**src/rtl/dcr_regs.svh**
```systemverilog
`ifndef DCR_REGS_SVH
`define DCR_REGS_SVH

// ----------------------------------------
// register offsets
// ----------------------------------------
`define DCR_OFS_MAIN_CONTROL 4'h0
`define DCR_OFS_AUX_CONTROL 4'h1
`define DCR_OFS_MOD_CODE_LOW 4'h2
`define DCR_OFS_MOD_CODE_HIGH 4'h3
`define DCR_OFS_BIAS_CODE_LOW 4'h4
`define DCR_OFS_BIAS_CODE_HIGH 4'h5
`define DCR_OFS_CONV_RESULT_HIGH 4'hE
`define DCR_OFS_CONV_RESULT_LOW 4'hF

// ----------------------------------------
// main control fields
// ----------------------------------------
`define DCR_BIT_CHIP_ON 7
`define DCR_BIT_PD_RANGE_HI 6
`define DCR_BIT_PD_RANGE_LO 5
`define DCR_BIT_OPEN_LOOP 4
`define DCR_BIT_FAULT_DETECT 3
`define DCR_BIT_OUT_INVERT 2
`define DCR_BIT_EQ_ON 1
`define DCR_BIT_PD_ORIENT 0

// ----------------------------------------
// auxiliary control fields
// ----------------------------------------
`define DCR_BIT_SER_TERM 7
`define DCR_BIT_STRONG_FOLLOWER 6
`define DCR_BIT_EQ_HIGH_GAIN 5
`define DCR_BIT_HIGH_MOD_DRIVE 4
`define DCR_BIT_OFFSET_CANCEL_OFF 3
`define DCR_BIT_BIAS_DIRECTION 2
`define DCR_BIT_SHUTDOWN_STYLE 1
`define DCR_BIT_INPUT_LOW_GAIN 0

// ----------------------------------------
// reset values and scale figures
// ----------------------------------------
`define DCR_RST_BYTE 8'h00
`define DCR_RST_PAIR 2'h0
`define DCR_LOW_PAIR_MASK 8'h03
`define DCR_OL_SOURCE_UA 18'h0_0096
`define DCR_OL_SINK_UA 18'h0_0064
`define DCR_MOD_STEP_HALF_MV 13'h0005
`define DCR_MOD_MAX_HALF_MV 13'h11F8

`endif

```
**src/rtl/dcr_pkg.sv**
```systemverilog
package dcr_pkg;

    typedef enum logic [1:0] {
        DCR_PD_RANGE_770 = 2'b00,
        DCR_PD_RANGE_1540 = 2'b01,
        DCR_PD_RANGE_3080 = 2'b10,
        DCR_PD_RANGE_3080_ALT = 2'b11
    } dcr_pd_range_e;

    typedef logic [9:0] dcr_code_t;

    typedef struct packed {
        logic [7:0] main_ctl;
        logic [7:0] aux_ctl;
        logic [1:0] mod_lo;
        logic [7:0] mod_hi;
        logic [1:0] bias_lo;
        logic [7:0] bias_hi;
        logic [7:0] rd_data;
        logic rd_valid;
    } dcr_bank_s;

    typedef struct packed {
        logic pin_meta;
        logic pin_sync;
        logic chip_on_prev;
        logic fault;
    } dcr_fault_s;

endpackage

```
**src/rtl/dcr_fault_if.sv**
```systemverilog
`timescale 1ns/10ps
`default_nettype none

interface dcr_fault_if;
    logic chip_on;
    logic detect_on;
    logic fault_latched;

    modport ctl (output chip_on, output detect_on, input fault_latched);
    modport mon (input chip_on, input detect_on, output fault_latched);
endinterface

`default_nettype wire

```
**src/rtl/dcr_fault_latch.sv**
```systemverilog
`timescale 1ns/10ps
`default_nettype none
`include "dcr_regs.svh"

module dcr_fault_latch (
    // clock and reset
    input wire logic core_clk_i,
    input wire logic sys_rst_i,
    input wire logic ce_i,
    // fault comparator pin
    input wire logic fault_pin_i,
    // control side
    dcr_fault_if.mon flt
);
    import dcr_pkg::*;

    dcr_fault_s state_reg;
    dcr_fault_s state_next;

    // ----------------------------------------
    // fault capture
    // ----------------------------------------
    always_comb begin
        state_next = state_reg;
        state_next.pin_meta = fault_pin_i;
        state_next.pin_sync = state_reg.pin_meta;
        state_next.chip_on_prev = flt.chip_on;
        // chip_on falling clears; a fault in that cycle cannot set, since chip_on is already low
        if (state_reg.chip_on_prev && !flt.chip_on) begin
            state_next.fault = 1'b0;
        end
        if (flt.detect_on && flt.chip_on && state_reg.pin_sync) begin
            state_next.fault = 1'b1;
        end
    end

    always_ff @(posedge core_clk_i) begin
        if (sys_rst_i) begin
            state_reg <= '0;
        end else if (ce_i) begin
            state_reg <= state_next;
        end
    end

    assign flt.fault_latched = state_reg.fault;

endmodule

`default_nettype wire

```
**src/rtl/dcr_reg_bank.sv**
```systemverilog
`timescale 1ns/10ps
`default_nettype none
`include "dcr_regs.svh"

// What this block does
// chip_on 1 runs the driver, 0 disables; toggling it low clears latched fault
// photodiode range selects 3080, 1540 or 770 uA full scale
// open_loop_select 1 gives open loop bias, 0 closed power loop
// faults are detected only while fault_detect_on is 1
// output_invert swaps positive and negative output pins
// equalizer_on 1 enables equalizer, 0 bypasses it
// photodiode_orientation 1 cathode to supply, 0 anode to ground
// serial_input_termination picks 40k when set, 10k when clear
// strong_follower_drive enables high emitter follower current
// equalizer_high_gain raises equalizer gain only while equalizer is on
// high_modulation_drive enables high modulation current
// offset_cancel_off 1 disables DC offset cancellation
// bias_direction 1 makes bias pin sink, 0 source
// shutdown_style 1 turns off output stage only, 0 most of path
// input_low_gain reduces input gain only while equalizer is off
// modulation code joins register 3 high bits and register 2 low bits
// bias code joins registers 5 and 4; closed-loop target is step times code
// open loop bias is code times 150 uA source, 100 uA sink
// register 15 returns converter result bits 1 to 0, read-only
// register 14 returns converter result bits 9 to 2, read-only
// unused bits ignore writes and read as zero

module dcr_reg_bank (
    // clock and reset
    input wire logic core_clk_i,
    input wire logic sys_rst_i,
    input wire logic ce_i,
    // register port from serial control logic
    input wire logic wr_en_i,
    input wire logic rd_en_i,
    input wire logic [3:0] addr_i,
    input wire logic [7:0] wr_data_i,
    output logic [7:0] rd_data_o,
    output logic rd_valid_o,
    // converter and fault inputs
    input wire dcr_pkg::dcr_code_t conv_result_i,
    input wire logic fault_pin_i,
    // run and fault state
    output logic driver_run_o,
    output logic fault_o,
    output logic output_stage_off_o,
    output logic signal_path_off_o,
    // loop and monitor setup
    output dcr_pkg::dcr_pd_range_e photodiode_range_o,
    output logic open_loop_o,
    output logic closed_loop_o,
    output logic photodiode_orientation_o,
    // signal path options
    output logic output_invert_o,
    output logic equalizer_on_o,
    output logic equalizer_bypass_o,
    output logic equalizer_high_gain_o,
    output logic input_low_gain_o,
    output logic offset_cancel_on_o,
    // drive options
    output logic serial_input_termination_o,
    output logic strong_follower_drive_o,
    output logic high_modulation_drive_o,
    output logic bias_sink_o,
    // codes and derived targets
    output dcr_pkg::dcr_code_t modulation_code_o,
    output logic [12:0] modulation_swing_half_mv_o,
    output dcr_pkg::dcr_code_t bias_code_o,
    output logic [11:0] closed_loop_target_steps_o,
    output logic [17:0] open_loop_bias_ua_o
);
    import dcr_pkg::*;

    dcr_bank_s state_reg;
    dcr_bank_s state_next;
    dcr_fault_if flt ();

    // ----------------------------------------
    // helpers
    // ----------------------------------------
    function automatic dcr_code_t join_code(input logic [7:0] hi, input logic [1:0] lo);
        join_code = {hi, lo};
    endfunction

    function automatic logic [7:0] pad_pair(input logic [1:0] lo);
        pad_pair = {6'h00, lo};
    endfunction

    function automatic logic [17:0] ua_scale(input dcr_code_t code, input logic [17:0] per_step);
        ua_scale = 18'(code) * per_step;
    endfunction

    // ----------------------------------------
    // register writes and reads
    // ----------------------------------------
    always_comb begin
        state_next = state_reg;
        state_next.rd_valid = 1'b0;
        if (wr_en_i) begin
            case (addr_i)
                `DCR_OFS_MAIN_CONTROL: begin
                    state_next.main_ctl = wr_data_i;
                end
                `DCR_OFS_AUX_CONTROL: begin
                    state_next.aux_ctl = wr_data_i;
                end
                `DCR_OFS_MOD_CODE_LOW: begin
                    state_next.mod_lo = wr_data_i[1:0];
                end
                `DCR_OFS_MOD_CODE_HIGH: begin
                    state_next.mod_hi = wr_data_i;
                end
                `DCR_OFS_BIAS_CODE_LOW: begin
                    state_next.bias_lo = wr_data_i[1:0];
                end
                `DCR_OFS_BIAS_CODE_HIGH: begin
                    state_next.bias_hi = wr_data_i;
                end
                default: begin
                    // read-only and unmapped offsets drop the write
                end
            endcase
        end
        if (rd_en_i) begin
            state_next.rd_valid = 1'b1;
            case (addr_i)
                `DCR_OFS_MAIN_CONTROL: begin
                    state_next.rd_data = state_reg.main_ctl;
                end
                `DCR_OFS_AUX_CONTROL: begin
                    state_next.rd_data = state_reg.aux_ctl;
                end
                `DCR_OFS_MOD_CODE_LOW: begin
                    state_next.rd_data = pad_pair(state_reg.mod_lo);
                end
                `DCR_OFS_MOD_CODE_HIGH: begin
                    state_next.rd_data = state_reg.mod_hi;
                end
                `DCR_OFS_BIAS_CODE_LOW: begin
                    state_next.rd_data = pad_pair(state_reg.bias_lo);
                end
                `DCR_OFS_BIAS_CODE_HIGH: begin
                    state_next.rd_data = state_reg.bias_hi;
                end
                `DCR_OFS_CONV_RESULT_HIGH: begin
                    state_next.rd_data = conv_result_i[9:2];
                end
                `DCR_OFS_CONV_RESULT_LOW: begin
                    state_next.rd_data = pad_pair(conv_result_i[1:0]);
                end
                default: begin
                    state_next.rd_data = `DCR_RST_BYTE;
                end
            endcase
        end
    end

    always_ff @(posedge core_clk_i) begin
        if (sys_rst_i) begin
            state_reg <= '0;
        end else if (ce_i) begin
            state_reg <= state_next;
        end
    end

    assign rd_data_o = state_reg.rd_data;
    assign rd_valid_o = state_reg.rd_valid;

    // ----------------------------------------
    // fault latch
    // ----------------------------------------
    assign flt.chip_on = state_reg.main_ctl[`DCR_BIT_CHIP_ON];
    assign flt.detect_on = state_reg.main_ctl[`DCR_BIT_FAULT_DETECT];

    dcr_fault_latch u_fault (
        .core_clk_i(core_clk_i),
        .sys_rst_i(sys_rst_i),
        .ce_i(ce_i),
        .fault_pin_i(fault_pin_i),
        .flt(flt.mon)
    );

    // ----------------------------------------
    // run and shutdown
    // ----------------------------------------
    logic run;
    assign run = flt.chip_on && !flt.fault_latched;
    assign driver_run_o = run;
    assign fault_o = flt.fault_latched;
    assign output_stage_off_o = !run && state_reg.aux_ctl[`DCR_BIT_SHUTDOWN_STYLE];
    assign signal_path_off_o = !run && !state_reg.aux_ctl[`DCR_BIT_SHUTDOWN_STYLE];

    // ----------------------------------------
    // loop and monitor setup
    // ----------------------------------------
    assign photodiode_range_o = dcr_pd_range_e'(state_reg.main_ctl[`DCR_BIT_PD_RANGE_HI:`DCR_BIT_PD_RANGE_LO]);
    assign open_loop_o = state_reg.main_ctl[`DCR_BIT_OPEN_LOOP];
    assign closed_loop_o = !state_reg.main_ctl[`DCR_BIT_OPEN_LOOP];
    assign photodiode_orientation_o = state_reg.main_ctl[`DCR_BIT_PD_ORIENT];

    // ----------------------------------------
    // signal path options
    // ----------------------------------------
    logic eq_on;
    assign eq_on = state_reg.main_ctl[`DCR_BIT_EQ_ON];
    assign output_invert_o = state_reg.main_ctl[`DCR_BIT_OUT_INVERT];
    assign equalizer_on_o = eq_on;
    assign equalizer_bypass_o = !eq_on;
    assign equalizer_high_gain_o = eq_on && state_reg.aux_ctl[`DCR_BIT_EQ_HIGH_GAIN];
    assign input_low_gain_o = !eq_on && state_reg.aux_ctl[`DCR_BIT_INPUT_LOW_GAIN];
    assign offset_cancel_on_o = !state_reg.aux_ctl[`DCR_BIT_OFFSET_CANCEL_OFF];

    // ----------------------------------------
    // drive options
    // ----------------------------------------
    assign serial_input_termination_o = state_reg.aux_ctl[`DCR_BIT_SER_TERM];
    assign strong_follower_drive_o = state_reg.aux_ctl[`DCR_BIT_STRONG_FOLLOWER];
    assign high_modulation_drive_o = state_reg.aux_ctl[`DCR_BIT_HIGH_MOD_DRIVE];
    assign bias_sink_o = state_reg.aux_ctl[`DCR_BIT_BIAS_DIRECTION];

    // ----------------------------------------
    // modulation code and swing
    // ----------------------------------------
    dcr_code_t mod_code;
    logic [12:0] mod_swing;
    assign mod_code = join_code(state_reg.mod_hi, state_reg.mod_lo);
    assign mod_swing = 13'(mod_code) * `DCR_MOD_STEP_HALF_MV;
    assign modulation_code_o = mod_code;
    // swing saturates at the top of the output range
    assign modulation_swing_half_mv_o = (mod_swing > `DCR_MOD_MAX_HALF_MV) ?
        `DCR_MOD_MAX_HALF_MV : mod_swing;

    // ----------------------------------------
    // bias code and targets
    // ----------------------------------------
    dcr_code_t bias_code;
    assign bias_code = join_code(state_reg.bias_hi, state_reg.bias_lo);
    assign bias_code_o = bias_code;

    // target counted in 0.75 uA units, coupling ratio applied downstream
    always_comb begin
        case (photodiode_range_o)
            DCR_PD_RANGE_770: begin
                closed_loop_target_steps_o = {2'b00, bias_code};
            end
            DCR_PD_RANGE_1540: begin
                closed_loop_target_steps_o = {1'b0, bias_code, 1'b0};
            end
            default: begin
                closed_loop_target_steps_o = {bias_code, 2'b00};
            end
        endcase
    end

    assign open_loop_bias_ua_o = bias_sink_o ? ua_scale(bias_code, `DCR_OL_SINK_UA) :
        ua_scale(bias_code, `DCR_OL_SOURCE_UA);

endmodule

`default_nettype wire

```
**config.mk**
```make
export PLATFORM = sky130hd
export DESIGN_NAME = dcr_reg_bank
export DESIGN_NICKNAME = d
export VERILOG_FILES = /design/src/rtl/dcr_pkg.sv /design/src/rtl/dcr_fault_if.sv /design/src/rtl/dcr_fault_latch.sv /design/src/rtl/dcr_reg_bank.sv
export VERILOG_INCLUDE_DIRS = /design/src /design/src/rtl
export SDC_FILE = /design/constraint.sdc
export NUM_CORES = 1
export LEC_CHECK = 0
export BUFFER_PORTS_ARGS = -buffer_cell sky130_fd_sc_hd__buf_2
export CORE_MARGIN = 2
export CORE_UTILIZATION = 38
export CTS_CLUSTER_SIZE = 16
export DETAILED_ROUTE_END_ITERATION = 7
export PLACE_DENSITY = 0.57
export SYNTH_ARGS = -nofsm -noshare
export SYNTH_HDL_FRONTEND = slang
export SYNTH_HIERARCHICAL = 1
export SYNTH_SLANG_ARGS = --single-unit
```
**constraint.sdc**
```tcl
create_clock -name core_clk_i -period 7.7 [get_ports core_clk_i]
set_clock_uncertainty 0.05 [all_clocks]
set_input_delay 1.54 -clock core_clk_i [delete_from_list [all_inputs] [get_ports core_clk_i]]
set_output_delay 1.54 -clock core_clk_i [all_outputs]
set_load 0.05 [all_outputs]
```
* Yosys cells after proc, flatten, opt, wreduce, memory -nomap -nowiden
Cells that the tools add are included.
** Word-level totals
- Flip-flop bits (word level) :: 49
- Output and inout port bits :: 91
** Operators by class
- $mul :: 3
- Order comparisons :: 1
- Eq/ne operators :: 8
- Muxes and demuxes :: 7
- Reductions and logical operators :: 26
** Operators by type and width (count)
- one-hot mux 8 bit (8 select lines) :: 1
- one-hot mux 12 bit (2 select lines) :: 1
- two-way mux 18 bit :: 1
- AND reduction 3 bit :: 6
- multiplier 10 x 7 -> 17 bit, second input constant :: 1
- multiplier 10 x 5 -> 15 bit, second input constant :: 1
- greater-than comparator 13 bit, second input constant :: 1
- multiplier 10 x 3 -> 13 bit, second input constant :: 1
- two-way mux 13 bit :: 1
- == test 4 x 2 -> 1 bit, second input constant :: 2
- == test 4 x 3 -> 1 bit, second input constant :: 2
- == test 4 bit, second input constant :: 2
- logical AND 1 bit :: 8
- zero test 1 bit :: 7
- == test 4 x 1 -> 1 bit, second input constant :: 1
- zero test 4 bit :: 1
- AND reduction 2 bit :: 2
- two-way mux 1 bit :: 3
- == test 2 x 1 -> 1 bit, second input constant :: 1
- zero test 2 bit :: 1
- nonzero test 2 bit :: 1

* Depth between registers and ports, before layout
- Word-level depth :: 4
- Depth in mapped cells :: 13

* Hierarchy
Netlist, hierarchy kept.
** Modules (own cells, without submodules)
- dcr_reg_bank :: instances 1, cells each 639, area an instance 5365.1 um^2, seq. area each 900.9 um^2
- dcr_fault_latch :: instances 1, cells each 15, area an instance 157.7 um^2, seq. area each 80.1 um^2

* Least setup slack after synthesis
OpenSTA, ideal clock, no wires.
- Path type :: register to output
- Start point :: register state_reg, in the netlist bias_code_o[5]
- End point :: output port open_loop_bias_ua_o[12]
- Data arrival time :: 4.395 ns
- Data required time :: 6.110 ns
- Path slack :: 1.715 ns
- Stages on the path, launching flop included :: 13
- Buffers on the path :: 0
- Cell sequence :: dfxtp_1 -> ha_1 -> ha_1 -> fa_1 -> inv_1 -> fa_1 -> inv_1 -> ha_1 -> nor3_1 -> a211oi_1 -> a221oi_1 -> xor2_1 -> o21ai_0
** On the way
- Cells in the longest elaborated chain, start to end :: 2
- Elaborated cells on any way between the ends :: 3
** Ends and longest elaborated chain
- start, declared :: line dcr_reg_bank.sv:74 : dcr_bank_s state_reg;
- start signal, assigned :: line dcr_reg_bank.sv:162 : state_reg <= state_next;
- multiplier 10 x 7 -> 17 bit / multiplier 10 x 5 -> 15 bit (equally long branches) :: line dcr_reg_bank.sv:90 : ua_scale = 18'(code) * per_step;
- two-way mux 18 bit (*) :: line dcr_reg_bank.sv:255 : assign open_loop_bias_ua_o = bias_sink_o ? ua_scale(bias_code, `DCR_OL_SINK_UA) :
- end, declared :: line dcr_reg_bank.sv:70 : output logic [17:0] open_loop_bias_ua_o
Mark *: on every way between the ends. The rest lies on a longest branch, timed or not.

* Final worst setup path
- Start point :: register state_reg, in the netlist bias_code_o[6]
- End point :: output port open_loop_bias_ua_o[16]
The elaborated chain is that of the path after synthesis.

==> run summary <==
Number of global-route vias before repair = 4729
Grt total ovfl = 0
Via Count = 4832
Ports = 119
Fraction of synthesized area in multiplexers = 10.6%
Sink Count = 49
CTS Root Cell = clkbuf_16
Die H = 125 µm
Initial Util = 38.4%
CTS tree = yes
Routed wire length = 14600 µm
NetSw = 0.148 mW
Critical Path AT = 4670 ps
Post_cts resized = 0
Final Setup Violations = 0
Number of flops mapped to enable cells by yosys = 0
Post-Layout Cell Count = 908
Core Box Area = 14400 µm²
Rows = 44
Yosys top cell area share = 20.6%
Fin Setup TNS = 0 ps
Worst-path cell chain = ha_1 -> ha_1 -> fa_1 -> inv_1 -> fa_1 -> inv_1 -> ha_1 -> nor2_1 -> a211oi_1 -> a221oi_1 -> o21ai_0 -> xnor2_1 -> mux2i_1 -> buf_2
Buf/Inv on CP = 3
Compound-Gate Fraction of Synth Area = 16.5%
Placed instance count = 899
Fraction of power consumed by the clock network = 42.9%
Crit share post-route = 81.3%
GRT Overall Usage = 18.3%
Status = complete, no violations
Total number of yosys warnings = 6
Max incr delay on CP = 700 ps
First-pass GRT wire length = 23800 µm
P per Cell Area = 95.3 nW/µm²
Slew @ Worst Pin = 1140 ps
Slew headroom = 23.6%
Post-synthesis simple-gate area fraction = 15.4%
Post-Synth Adder-Cell Area = 26.8%
Seq pwr share = 44.1%
Die width = 125 µm
Critical Path RT = 6110 ps
Fill cells = 1461
Min-Delay Path Class = flip-flop to flip-flop
Area Overhead vs Synth = 11.9%
Max-cap check violation count = 0
CTS Hold Bufs = 0
Synth Register Bits = 49
Most frequent cells in the layout = 117 x buf_2, 91 x ha_1, 63 x nor2_1, 53 x mux2i_1, 51 x nand2_1
Gate Count Post-Synth = 654
Cell repeated most along the worst path = ha_1
Max Transition Viols Final = 0
# nets final = 858
Combinational power share = 12.9%
VDD IR max = 0.0000799 V
Net Sw Frac = 25.1%
Clock-pin transition on the worst setup and hold timing paths = 60 ps
RD Place Congestion = 0.863
CP Launch Type = flip-flop
Place WS = 1720 ps
Worst path top cell family by delay = adder cells
Initial antenna violation count = 2
R2r setup slk = 5940 ps
Commonest non-fill, non-tap cell in the layout = buf_2
Setup repair bufs after CTS = 0
H-tree Lvls = 2
Kind of end point of the critical path = output port
Final Util = 43.0%
Max Clk Rate = 160 MHz
Area leader, netlist = ha_1
Largest family of logic cells by synthesized area = adder cells
Routed Antenna Nets = 0
Synth Area in XOR/XNOR = 3.81%
Final HPWL DP = 11800 µm
Largest net degree at the start of global routing = 50
Die area = 15500 µm²
DR pass1 iterations = 7
Pwr Total = 0.589 mW
IO Port Bufs = 117
Syn Nets = 790
Share of cells above drive strength 1 = 18.9%
Kind of critical path = flip-flop to output port
Internal power contribution = 0.441 mW
Synth top area cells = ha_1 21%, dfxtp_1 18%, mux2i_1 9.6%
Syn Area/Cell = 8.44 µm²
RSZ-0062 raised after global routing = no
Mapped Area = 5520 µm²
Vias per std cell = 5.32
Fin. Hold Viols = 0
Worst setup margin = 1440 ps
CP Max Fanout = 13
Worst-case clock buffer depth = 2
DRC viols = 0
Multi-input logic area = 4040 µm²
Synth unique cells = 60
Total area of sequential cells = 981 µm²
Post-synth top flop = dfxtp_1
Worst-Skew Late Latency = 280 ps
Sequential area share after synthesis = 17.8%
Initial DRC Count = 240
Slowest CP cell = dfxtp_1
Avg WL per Cell = 16.1 µm
Pleak = 3.21 nW
Async S/R FF share, synth = 0%
Final Critical Period = 6260 ps
CTS Buf Count = 5
-- metrics by stage --
| step | instance area (µm²) | hold slack [ps] |
|---|---|---|
| after detailed placement | 6000 | 400 |
| after floorplan | 5520 | 387 |
| final | 6180 | 409 |
| after global placement | 6000 | 397 |
| after global routing | 6180 | 437 |
| after CTS | 6180 | 408 |
-- final timing paths --
check                                                  from                        end  depth (start not counted)
worst max-delay path            bias_code_o[6]$_SDFFE_PP0P_    open_loop_bias_ua_o[16]                         14
worst min-delay path              rd_data_o[1]$_SDFFE_PP0P_  rd_data_o[1]$_SDFFE_PP0P_                          2
worst max register to register     bias_sink_o$_SDFFE_PP0P_  rd_data_o[2]$_SDFFE_PP0P_                          3
worst min register to register    rd_data_o[1]$_SDFFE_PP0P_  rd_data_o[1]$_SDFFE_PP0P_                          2
-- layer usage --
metal / part of all wire, % / GRT usage, % / vias up
met5: 0 / 0 / -
met4: 0.68 / 2.38 / 0
met3: 5.7 / 3.82 / 8
met2: 48 / 31.4 / 98
met1: 46 / 24.4 / 2307
li1: - / - / 2419
-- synthesized netlist by cell type (4+ instances only) --
cell	instances
mux2_2	5
o21ai_0	36
dfxtp_1	49
buf_2	6
a222oi_1	6
mux2i_1	53
and3_1	4
a31oi_1	6
a211oi_1	6
a21o_1	18
xor2_1	9
nor3b_1	6
o21bai_1	6
a22o_1	5
ha_1	91
nor3_1	9
nor2_1	63
nand3_1	6
nor2b_1	11
xnor2_1	15
buf_4	31
o211ai_1	4
nand2_1	51
clkbuf_1	16
fa_1	17
a21oi_1	26
inv_1	44
-- logic make-up after synthesis --
family / after synthesis
compound gates: 138
xor+xnor: 24
fa+ha+maj: 108
buf+inv: 100
flops: 49
mux: 58
other cells: 1
simple gates: 176
-- power by group through the flow --
stage,logic [mW],registers [mW],clock network [mW]
4_1_cts,0.0761,0.260,0.256
6_report,0.0761,0.260,0.253
3_3_place_gp,0.0751,0.265,0
3_5_place_dp,0.0759,0.266,0
2_1_floorplan,0.0523,0.266,0
5_1_grt,0.0824,0.260,0.266
-- cell type report --
| class | instances | area share, % |
|---|---|---|
| Clock inverter | 1 | 0.486 |
| Tap cell | 184 | 3.73 |
| Multi-Input combinational cell | 505 | 65.4 |
| Sequential cell | 49 | 15.9 |
| Timing Repair Buffer | 117 | 9.48 |
| Inverter | 44 | 2.67 |
| Antenna cell | 1 | 0.0405 |
| Clock buffer | 7 | 2.31 |
-- worst reg2reg max path: cells and delay by family (launching register included) --
| family | cells | cell delay, ps |
|---|---|---|
| AO/OA/AOI/OAI | 3 | 560 |
| flip-flops | 1 | 1080 |
(Power assumes the default switching activity.)
